$ cat config.mk
export PLATFORM = sky130hd
export DESIGN_NAME = ddbl_host
export DESIGN_NICKNAME = d
export VERILOG_FILES = /design/src/ddbl_host.v
export VERILOG_INCLUDE_DIRS = /design/src /design/src/src
export SDC_FILE = /design/constraint.sdc
export NUM_CORES = 1
export LEC_CHECK = 0
export ABC_AREA = 1
export BUFFER_PORTS_ARGS = -buffer_cell sky130_fd_sc_hd__clkbuf_2
export CAP_MARGIN = 0
export CELL_PAD_IN_SITES_DETAIL_PLACEMENT = 1
export CELL_PAD_IN_SITES_GLOBAL_PLACEMENT = 2
export CORE_ASPECT_RATIO = 0.5
export CORE_MARGIN = 5
export CORE_UTILIZATION = 34
export DETAILED_ROUTE_END_ITERATION = 8
export PLACE_DENSITY_LB_ADDON = 0.1
export SETUP_SLACK_MARGIN = 0.2
export SYNTH_ARGS = -nofsm -noshare
export SYNTH_HDL_FRONTEND = slang
export SYNTH_SLANG_ARGS = --single-unit
$ cat constraint.sdc
create_clock -name clk_i -period 1.8 [get_ports clk_i]
set_clock_uncertainty 0.15 [all_clocks]
set_input_delay 0.09 -clock clk_i [delete_from_list [all_inputs] [get_ports clk_i]]
set_output_delay 0.09 -clock clk_i [all_outputs]
set_load 0.01 [all_outputs]
$ cat src/ddbl_map.vh
// constants for the dac double buffer load host controller
`ifndef DDBL_MAP_VH
`define DDBL_MAP_VH
// software register offsets
`define DDBL_ADDR_CTRL      4'h0
`define DDBL_ADDR_DATA      4'h1
`define DDBL_ADDR_CMD       4'h2
`define DDBL_ADDR_STATUS    4'h3
// ctrl fields
`define DDBL_CTRL_SLEEP     0
`define DDBL_CTRL_BYTEMODE  1
`define DDBL_CTRL_SYNC      2
`define DDBL_CTRL_RESET     8'h00
// data fields (word layout on the 16-bit bus, then the high-byte layout)
`define DDBL_DATA_BUF       15
`define DDBL_DATA_GAIN      14
`define DDBL_BYTE_BUF       7
`define DDBL_BYTE_GAIN      6
// cmd bits
`define DDBL_CMD_WRITE      0
`define DDBL_CMD_LOAD       1
`define DDBL_CMD_CLEAR      2
// pin timing in ns and cycles at 4 ns
`define DDBL_CLK_NS         4
`define DDBL_T_PULSE_NS     20
`define DDBL_T_PULSE_CYC    ((`DDBL_T_PULSE_NS + `DDBL_CLK_NS - 1) / `DDBL_CLK_NS)
`endif

$ cat src/ddbl_host.v
// host controller that drives the double-buffered dac pins
//
// Design decisions made here: the strobed register port and the register offsets.
`timescale 1ns/1ps
`include "ddbl_map.vh"
`default_nettype none
module ddbl_host
(
  input  wire        clk_i,
  input  wire        reset_n_i,
  input  wire [3:0]  addr_i,
  input  wire [15:0] wdata_i,
  input  wire        wr_i,
  input  wire        rd_i,
  output reg  [15:0] rdata_o,
  output reg  [15:0] bus_o,
  output reg         select_n_o,
  output reg         write_n_o,
  output reg         upper_byte_select_o,
  output reg         transfer_strobe_n_o,
  output reg         async_zero_n_o,
  output reg         sleep_n_o
);
  // ==========================================
  // states
  localparam [5:0] ST_IDLE  = 6'b00_0001;
  localparam [5:0] ST_SETUP = 6'b00_0010;
  localparam [5:0] ST_WLOW  = 6'b00_0100;
  localparam [5:0] ST_WHOLD = 6'b00_1000;
  localparam [5:0] ST_LOAD  = 6'b01_0000;
  localparam [5:0] ST_CLEAR = 6'b10_0000;
  localparam [31:0] PULSE_W = `DDBL_T_PULSE_CYC;
  localparam [7:0]  PULSE   = PULSE_W[7:0];

  reg  [5:0]  state_reg;
  reg  [7:0]  cnt_reg;
  reg  [7:0]  ctrl_reg;
  reg  [15:0] data_reg;
  reg         phase_reg;
  reg         pend_wr_reg;
  reg         pend_ld_reg;
  reg         pend_clr_reg;
  reg  [7:0]  done_reg;
  wire        cmd_wr;
  wire        cnt_done;
  wire        byte_mode;

  assign cmd_wr    = wr_i && (addr_i == `DDBL_ADDR_CMD);
  assign cnt_done  = (cnt_reg == 8'h00);
  assign byte_mode = ctrl_reg[`DDBL_CTRL_BYTEMODE];

  // ==========================================
  // software registers
  always @(posedge clk_i or negedge reset_n_i)
  begin
    if (!reset_n_i)
    begin
      ctrl_reg <= `DDBL_CTRL_RESET;
      data_reg <= 16'h0000;
      rdata_o  <= 16'h0000;
    end
    else
    begin
      if (wr_i && addr_i == `DDBL_ADDR_CTRL)
        ctrl_reg <= wdata_i[7:0];
      if (wr_i && addr_i == `DDBL_ADDR_DATA)
        data_reg <= wdata_i;
      rdata_o <= 16'h0000;
      if (rd_i)
      begin
        case (addr_i)
          `DDBL_ADDR_CTRL:   rdata_o <= {8'h00, ctrl_reg};
          `DDBL_ADDR_DATA:   rdata_o <= data_reg;
          `DDBL_ADDR_STATUS: rdata_o <= {done_reg, 2'b00, state_reg};
          default:           rdata_o <= 16'h0000;
        endcase
      end
    end
  end

  // ==========================================
  // pin sequencer
  always @(posedge clk_i or negedge reset_n_i)
  begin
    if (!reset_n_i)
    begin
      state_reg           <= ST_IDLE;
      cnt_reg             <= 8'h00;
      phase_reg           <= 1'b0;
      pend_wr_reg         <= 1'b0;
      pend_ld_reg         <= 1'b0;
      pend_clr_reg        <= 1'b0;
      done_reg            <= 8'h00;
      bus_o               <= 16'h0000;
      select_n_o          <= 1'b1;
      write_n_o           <= 1'b1;
      upper_byte_select_o <= 1'b0;
      transfer_strobe_n_o <= 1'b1;
      async_zero_n_o      <= 1'b1;
      sleep_n_o           <= 1'b1;
    end
    else
    begin
      sleep_n_o <= ~ctrl_reg[`DDBL_CTRL_SLEEP];
      if (cmd_wr)
      begin
        pend_wr_reg  <= pend_wr_reg  | wdata_i[`DDBL_CMD_WRITE];
        pend_ld_reg  <= pend_ld_reg  | wdata_i[`DDBL_CMD_LOAD];
        pend_clr_reg <= pend_clr_reg | wdata_i[`DDBL_CMD_CLEAR];
      end
      if (rd_i && addr_i == `DDBL_ADDR_STATUS)
        done_reg <= 8'h00;
      case (state_reg)
        ST_IDLE:
        begin
          phase_reg <= 1'b0;
          if (pend_clr_reg)
          begin
            // a command arriving on the pick-up edge stays pending
            pend_clr_reg   <= cmd_wr & wdata_i[`DDBL_CMD_CLEAR];
            async_zero_n_o <= 1'b0;
            cnt_reg        <= PULSE;
            state_reg      <= ST_CLEAR;
          end
          else if (pend_wr_reg)
          begin
            pend_wr_reg <= cmd_wr & wdata_i[`DDBL_CMD_WRITE];
            // bus and byte select settle before select goes low
            if (byte_mode)
            begin
              bus_o <= {8'h00, data_reg[7:0]};
              upper_byte_select_o <= 1'b0;
            end
            else
              bus_o <= data_reg;
            cnt_reg   <= PULSE;
            state_reg <= ST_SETUP;
          end
          else if (pend_ld_reg)
          begin
            pend_ld_reg         <= cmd_wr & wdata_i[`DDBL_CMD_LOAD];
            transfer_strobe_n_o <= 1'b0;
            cnt_reg             <= PULSE;
            state_reg           <= ST_LOAD;
          end
        end
        ST_SETUP:
        begin
          select_n_o <= 1'b0;
          write_n_o  <= 1'b0;
          if (ctrl_reg[`DDBL_CTRL_SYNC])
            transfer_strobe_n_o <= 1'b0;
          cnt_reg   <= PULSE;
          state_reg <= ST_WLOW;
        end
        ST_WLOW:
        begin
          cnt_reg <= cnt_reg - 8'h01;
          if (cnt_done)
          begin
            write_n_o <= 1'b1;
            cnt_reg   <= PULSE;
            state_reg <= ST_WHOLD;
          end
        end
        ST_WHOLD:
        begin
          cnt_reg <= cnt_reg - 8'h01;
          if (cnt_done)
          begin
            select_n_o          <= 1'b1;
            transfer_strobe_n_o <= 1'b1;
            if (byte_mode && !phase_reg)
            begin
              phase_reg <= 1'b1;
              // high byte: data bits 8..11 low, gain and buffer on 6 and 7
              bus_o <= {8'h00, data_reg[`DDBL_DATA_BUF], data_reg[`DDBL_DATA_GAIN],
                        2'b00, data_reg[11:8]};
              upper_byte_select_o <= 1'b1;
              cnt_reg   <= PULSE;
              state_reg <= ST_SETUP;
            end
            else
            begin
              upper_byte_select_o <= 1'b0;
              done_reg[0] <= 1'b1;
              state_reg   <= ST_IDLE;
            end
          end
        end
        ST_LOAD:
        begin
          cnt_reg <= cnt_reg - 8'h01;
          if (cnt_done)
          begin
            transfer_strobe_n_o <= 1'b1;
            done_reg[1] <= 1'b1;
            state_reg   <= ST_IDLE;
          end
        end
        ST_CLEAR:
        begin
          cnt_reg <= cnt_reg - 8'h01;
          if (cnt_done)
          begin
            async_zero_n_o <= 1'b1;
            done_reg[2] <= 1'b1;
            state_reg   <= ST_IDLE;
          end
        end
        default:
          state_reg <= ST_IDLE;
      endcase
    end
  end
endmodule // ddbl_host
`default_nettype wire

# [Word level (Yosys, flattened, before mapping)]
# Cells that the tools add are included.
[word_totals] reg_bits=83 out_inout_bits=38 word_cells=135
[op_classes] n_eq_ne=23 addsub=1 mux=62 bitwise_logic=7 n_reduce_logical=25
[ops] op="$mux 16" n=6
[ops] op="$mux 8" n=6
[ops] op="$pmux 16 s3" n=1
[ops] op="$pmux 8 s5" n=1
[ops] op="$mux 6" n=6
[ops] op="$mux 1" n=32
[ops] op="$pmux 16 s2" n=1
[ops] op="$pmux 6 s5" n=1
[ops] op="$ne 2x2->1 const B" n=11
[ops] op="$pmux 1 s2" n=5
[ops] op="$reduce_and 5->1" n=2
[ops] op="$eq 4x2->1 const B" n=2
[ops] op="$logic_not 8->1" n=1
[ops] op="$reduce_bool 2->1" n=4
[ops] op="$sub 8x1->8 const B" n=1
[ops] op="$eq 6x1->1 const B" n=1
[ops] op="$eq 6x2->1 const B" n=1
[ops] op="$eq 6x3->1 const B" n=1
[ops] op="$eq 6x4->1 const B" n=1
[ops] op="$eq 6x5->1 const B" n=1
[ops] op="$eq 6x6->1 const B" n=1
[ops] op="$reduce_and 2->1" n=3
[ops] op="$reduce_and 3->1" n=2
[ops] op="$reduce_and 6->1" n=1
[ops] op="other kinds (16)" n=26

# [Depth between registers and ports, before layout]
[depth] ltp_word=7 mapped_depth=10 mapped_depth_nobuf=10

# [Worst setup path after synthesis]
# OpenSTA, ideal clock, no wires.
[synth_timing] path_type="register -> register" start="reg state_reg[0]" end="reg bus_o[11]" t_arrival_ns=1.369 path_buffers=1 synth_period_minus_slack_ns=1.595 stages_incl_launch_ff=10 slack_ns=0.205 setup_ns=0.076 path_cell_list="dfstp_2 > inv_1 > nor2_4 > nand3_4 > nor2_2 > nor2_1 > nand2_4 > buf_6 > nand2_1 > o21ai_1"
[synth_via] elab_chain_len=3
[synth_lines] item="start, declared" line_no="ddbl_host.v:35" text="reg [5:0] state_reg;"
[synth_lines] item="start signal, assigned" line_no="ddbl_host.v:87" text="state_reg <= ST_IDLE;"
[synth_lines] item="start signal, assigned" line_no="ddbl_host.v:123" text="state_reg <= ST_CLEAR;"
[synth_lines] item="start signal, assigned" line_no="ddbl_host.v:137" text="state_reg <= ST_SETUP;"
[synth_lines] item="$eq 6x4->1 / $eq 6x1->1 (equally long branches)" line_no="ddbl_host.v:113" text="case (state_reg)"
[synth_lines] item="$ne 2x2->1 (no source line) / $reduce_bool 2->1 (equally long branches)"
[synth_lines] item="$reduce_and 5->1 (no source line)"
[synth_lines] item="end signal, assigned" line_no="ddbl_host.v:131" text="bus_o <= {8'h00, data_reg[7:0]};"
[synth_lines] item="end signal, assigned" line_no="ddbl_host.v:135" text="bus_o <= data_reg;"
[synth_lines] item="end signal, assigned" line_no="ddbl_host.v:177" text="bus_o <= {8'h00, data_reg[`DDBL_DATA_BUF], data_reg[`DDBL_DATA_GAIN],"
[synth_lines] item="end, declared" line_no="ddbl_host.v:16" text="output reg [15:0] bus_o,"
# Several ways; a longest one is shown, not always the timed one.
# A chain may end at the register's enable or synchronous reset.

# [Worst setup path after layout]
[layout_timing] start="reg state_reg[0]" end="reg cnt_reg[0]"
[layout_via] elab_chain_len=4
[layout_lines] item="$eq 6x6->1 / $eq 6x5->1 (equally long branches)" line_no="ddbl_host.v:113"
[layout_lines] item="$reduce_or 2->1 (no source line)"
[layout_lines] item="$reduce_bool 5->1 (no source line)"
[layout_lines] item="$reduce_and 2->1 (no source line)"
[layout_lines] item="end signal, assigned" line_no="ddbl_host.v:158" text="cnt_reg <= cnt_reg - 8'h01;"
[layout_lines] item="end signal, assigned" line_no="ddbl_host.v:168" text="cnt_reg <= cnt_reg - 8'h01;"
[layout_lines] item="end signal, assigned" line_no="ddbl_host.v:193" text="cnt_reg <= cnt_reg - 8'h01;"
[layout_lines] item="end, declared" line_no="ddbl_host.v:36" text="reg [7:0] cnt_reg;"
# Several ways; a longest one is shown, not always the timed one.

==> out/results.txt <==
The first detailed-routing pass took 4 iterations. The synthesized netlist devotes 0% of its cell area to XOR and XNOR gates. Initial antenna violation count: 0. The later pin in the worst-skew pair is clocked with a latency of 0.34 ns. The per-cell via count in the routed design is 4.71. Along the worst hold path, the cell count comes to 3.

The number of nets in the final layout was 631; the adder-cell area share of the yosys netlist was 0.634%. The worst hold path begins at wr_i. In this run the horizontal extent of the chip is 162 µm. Measured against its own limit, the worst slew margin works out to 67.0%. The setup check on the worst reg-to-reg path leaves a slack of 0.01 ns.

The total number of vias is 3623. The detailed router's first-iteration violation count is 144. The number of nets handed over by synthesis was 493.

Along the worst path, the maximum fanout reaches 8. The worst path uses 99.3% of the clock period. The path class of the tightest hold or removal check is in2reg. Summing the areas of all compound-gate instances in the mapped netlist gives 10.6% of the synthesized area. The run finished with clean final reports. In this run the worst setup path terminates at cnt_reg[0]$_DFFE_PN0P_. The final count of hold timing violations was 0.

The simple-gate area share of the yosys netlist is 26.6%, and the clock slew at the register clock pins of the worst setup and hold paths is 0.07 ns. The startpoint identified for the worst register-to-register timing path is state_reg[0]$_DFFE_PN1P_. The number of CTS-inserted buffers was 9; the layout cell share with drive strength beyond 1 was 36.4%. By area, the combinational part of the netlist is dominated by simple AND/OR/NAND/NOR gates. First-pass GRT wire length: 20.0 mm. Leaving out filler cells and counting taps, the final layout contains 769. The run gives 0 as the max-slew violation total from the final report.

Walking the worst path, the cells encountered are inv_2 > nor2_4 > nand3_4 > nor2_4 > nand3_4 > nand2_8 > nand2_2 > nand2_1 > inv_1. The share of the core filled with cells was 50.6%; the number of global-route vias before repair was 3714. The filler cells instantiated in the layout total 1346.

Timing would allow up to 559 MHz. In the global route stage, overall resource usage came out at 18.3%. The total instance count after detailed placement is 714, and the post-synthesis instance area is 0.00395 mm².

The die is 86.2 µm tall. Entering global routing, the biggest net connects 84 pins. The largest stage delay on the critical path was 0.57 ns.

The proportion of synthesized chip area in sequential cells is 52.8%, and the multiplexer area fraction after synthesis is 2.28%. The worst setup path is captured at a register. The power density normalized to cell area is 1440 mW/mm².

The repair_antennas step left the layout with diodes totalling 0. The die covers 0.0140 mm². The layout overhead on the synthesized area came out at 43.3%.

The number of flip-flops and latches in the synthesized netlist was 83. TritonCTS built the clock tree. The warning count from the yosys run was 0. The most used flip-flop cell after synthesis is sky130_fd_sc_hd__dfrtp_1. On the final layout, the worst hold slack is 0.0125 ns. Setup repair after global routing could not meet its margin everywhere.

For the data arrival time of the critical path, the log shows 1.87 ns. The area of all sequential standard cells was 0.00209 mm²; the routed wirelength normalized by instance count was 16.2 µm. The effective utilization at floorplan is 35.3%. Each instance of the synthesized netlist takes up on average 8.45 µm². In this run the tool buffered the top-level ports with 61 buffer cells.

After routing the design area is 0.00565 mm². Across the run, the number of max-cap violations was 0. The synthesized design contains 0 enable-type register cells. The cell count after synthesis came out at 467. After layout, the design draws a total of 8.13 mW. The final estimated routing congestion in global placement is 0.781, and the length in cells of the worst reg-to-reg path is 9. The critical path start-end classification was reg2reg. The worst path in the final design needs a cycle of 1.79 ns, including I/O delays and setup. For the sum of routed wire length over all layers, the log shows 12.5 mm. The type of origin of the critical path is a register. No sink is reached through more buffers than the 2 on the longest clock path. For the H-tree depth, the log shows 3.

After floorplanning, the core was sized to cover 0.0112 mm². The floorplan has 27 rows. Setup violations remaining at the end of the flow were counted as 0. Post-detailed-route DRC marker count: 0.

The remaining antenna violation count came out at 0. In this run the clock root is driven by a sky130_fd_sc_hd__clkbuf_16. The logs give 2.90 nW for the reported leakage power and 8.57 mm for the post-DP HPWL. Required time of the critical path: 1.88 ns. In this run the critical register-to-register path is captured at cnt_reg[0]$_DFFE_PN0P_. For the multi-input gate area in the final layout, the log shows 0.00188 mm². For the number of different library cells in the post-synthesis netlist, the log shows 30. The tools report the TritonCTS sink count as 83. The most critical setup path has its startpoint at state_reg[0]$_DFFE_PN1P_.

The share of synthesized flip-flops with an asynchronous set or reset came out at 100%. The slowest cell on the critical path is sky130_fd_sc_hd__dfstp_2. In this run the cell area measured after placement is 0.00467 mm².

Pin placement for this block handled 62 I/O pins. For this run the aggregate overflow at the end of global routing stands at 0. At the pin with the least slew margin, the transition time is 0.493 ns. VDD sags by at most 0.550 mV.
==> critical path: cells and delay by family (launching register included) <==
| family | cells | cell delay (ns) |
|---|---|---|
| flip-flops | 1 | 0.57 |
| buffers and inverters | 2 | 0.09 |
| AND/OR/NAND/NOR | 7 | 0.86 |
==> cells by family after synthesis <==
kind of cell             count (synthesis)
AO/OA/AOI/OAI                           73
AND/OR/NAND/NOR                        234
multiplexers                             8
flip-flops                              83
adder cells (fa/ha/maj)                  2
buffers and inverters                   67
==> cell usage after synthesis, types with 6 or more instances <==
cell	n	area (µm²)
sky130_fd_sc_hd__dfstp_2	6	158
sky130_fd_sc_hd__o21ai_0	35	175
sky130_fd_sc_hd__a21oi_1	8	40.0
sky130_fd_sc_hd__nand2_1	159	597
sky130_fd_sc_hd__nor2_4	6	67.6
sky130_fd_sc_hd__inv_1	54	203
sky130_fd_sc_hd__mux2_2	8	90.1
sky130_fd_sc_hd__nand3_1	24	120
sky130_fd_sc_hd__o21ai_1	10	50.1
sky130_fd_sc_hd__nor2_1	26	97.6
sky130_fd_sc_hd__dfrtp_1	77	1930
sky130_fd_sc_hd__nand4_1	6	37.5
==> final cells by class <==
| class | instances | area share [%] |
|---|---|---|
| Inverter | 58 | 4.12 |
| Clock buffer | 10 | 4.05 |
| Sequential cell | 83 | 36.9 |
| Clock inverter | 6 | 0.863 |
| Multi-Input combinational cell | 320 | 33.2 |
| Tap cell | 159 | 3.52 |
| Timing Repair Buffer | 133 | 17.3 |
==> power breakdown <==
part / leakage [nW] / internal (mW) / switching [mW]
Clock: 0.126 / 0.948 / 0.808
Sequential: 1.07 / 2.30 / 0.317
Combinational: 1.70 / 1.56 / 2.19
Total: 2.90 / 4.81 / 3.32
==> cell usage in the layout, fill, tap and decap left out, types with 3 or more instances in the layout <==
cell type / instances
sky130_fd_sc_hd__buf_6: 6
sky130_fd_sc_hd__clkbuf_2: 60
sky130_fd_sc_hd__nand2_1: 136
sky130_fd_sc_hd__dfstp_2: 6
sky130_fd_sc_hd__nand2_8: 5
sky130_fd_sc_hd__nand2_4: 6
sky130_fd_sc_hd__nand3_4: 5
sky130_fd_sc_hd__mux2_2: 8
sky130_fd_sc_hd__o21bai_1: 3
sky130_fd_sc_hd__o221ai_1: 4
sky130_fd_sc_hd__o211ai_1: 3
sky130_fd_sc_hd__o21ai_1: 10
sky130_fd_sc_hd__o21ai_2: 11
sky130_fd_sc_hd__a21oi_1: 7
sky130_fd_sc_hd__dlygate4sd3_1: 19
sky130_fd_sc_hd__inv_1: 48
sky130_fd_sc_hd__nand4_1: 6
sky130_fd_sc_hd__buf_4: 43
sky130_fd_sc_hd__o21ai_0: 26
sky130_fd_sc_hd__nand3_1: 21
sky130_fd_sc_hd__dfrtp_1: 75
sky130_fd_sc_hd__nor2_4: 11
sky130_fd_sc_hd__clkbuf_16: 9
sky130_fd_sc_hd__clkinvlp_4: 3
sky130_fd_sc_hd__nand2_2: 20
sky130_fd_sc_hd__nor2_1: 23
sky130_fd_sc_hd__buf_12: 5
sky130_fd_sc_hd__inv_2: 8
==> through the flow <==
| stage | setup slack, ns | TNS [ns] |
|---|---|---|
| after CTS | 0.0313 | 0 |
| final | 0.0122 | 0 |
| after detailed placement | -0.0811 | -0.569 |
| after global routing | -0.0541 | -0.461 |
| after global placement | -0.0291 | -0.156 |
| after floorplan | 0.205 | 0 |
==> layer usage <==
| layer | wire length (µm) | vias up | global-route usage, % |
|---|---|---|---|
| met5 | 0 | - | 0 |
| met4 | 93 | 0 | 3.53 |
| met3 | 458 | 11 | 3.71 |
| met2 | 6090 | 55 | 31.4 |
| met1 | 5840 | 1780 | 24.4 |
| li1 | - | 1777 | - |
==> timing repair <==
action / CTS / global route
cloned: 2 / 1
pin swaps: 10 / 27
resized for setup: 35 / 56
setup buffers: 5 / 12
setup endpoints to repair: 31 / 40
hold buffers: 19 / 0
endpoints found under the hold margin: 114 / 0
==> how the worst min path moves through the flow <==
stage	to	slack [ns]
2_1_floorplan	bus_o[0]$_DFFE_PN0P_	-0.36
3_3_place_gp	data_reg[6]$_DFFE_PN0P_	0.02
3_5_place_dp	rdata_o[7]$_DFF_PN0_	0.01
4_1_cts	pend_clr_reg$_DFF_PN0_	0.006
5_1_grt	pend_wr_reg$_DFF_PN0_	0.03
6_report	pend_wr_reg$_DFF_PN0_	0.01
Note: power is estimated with default switching activity, not from simulation.
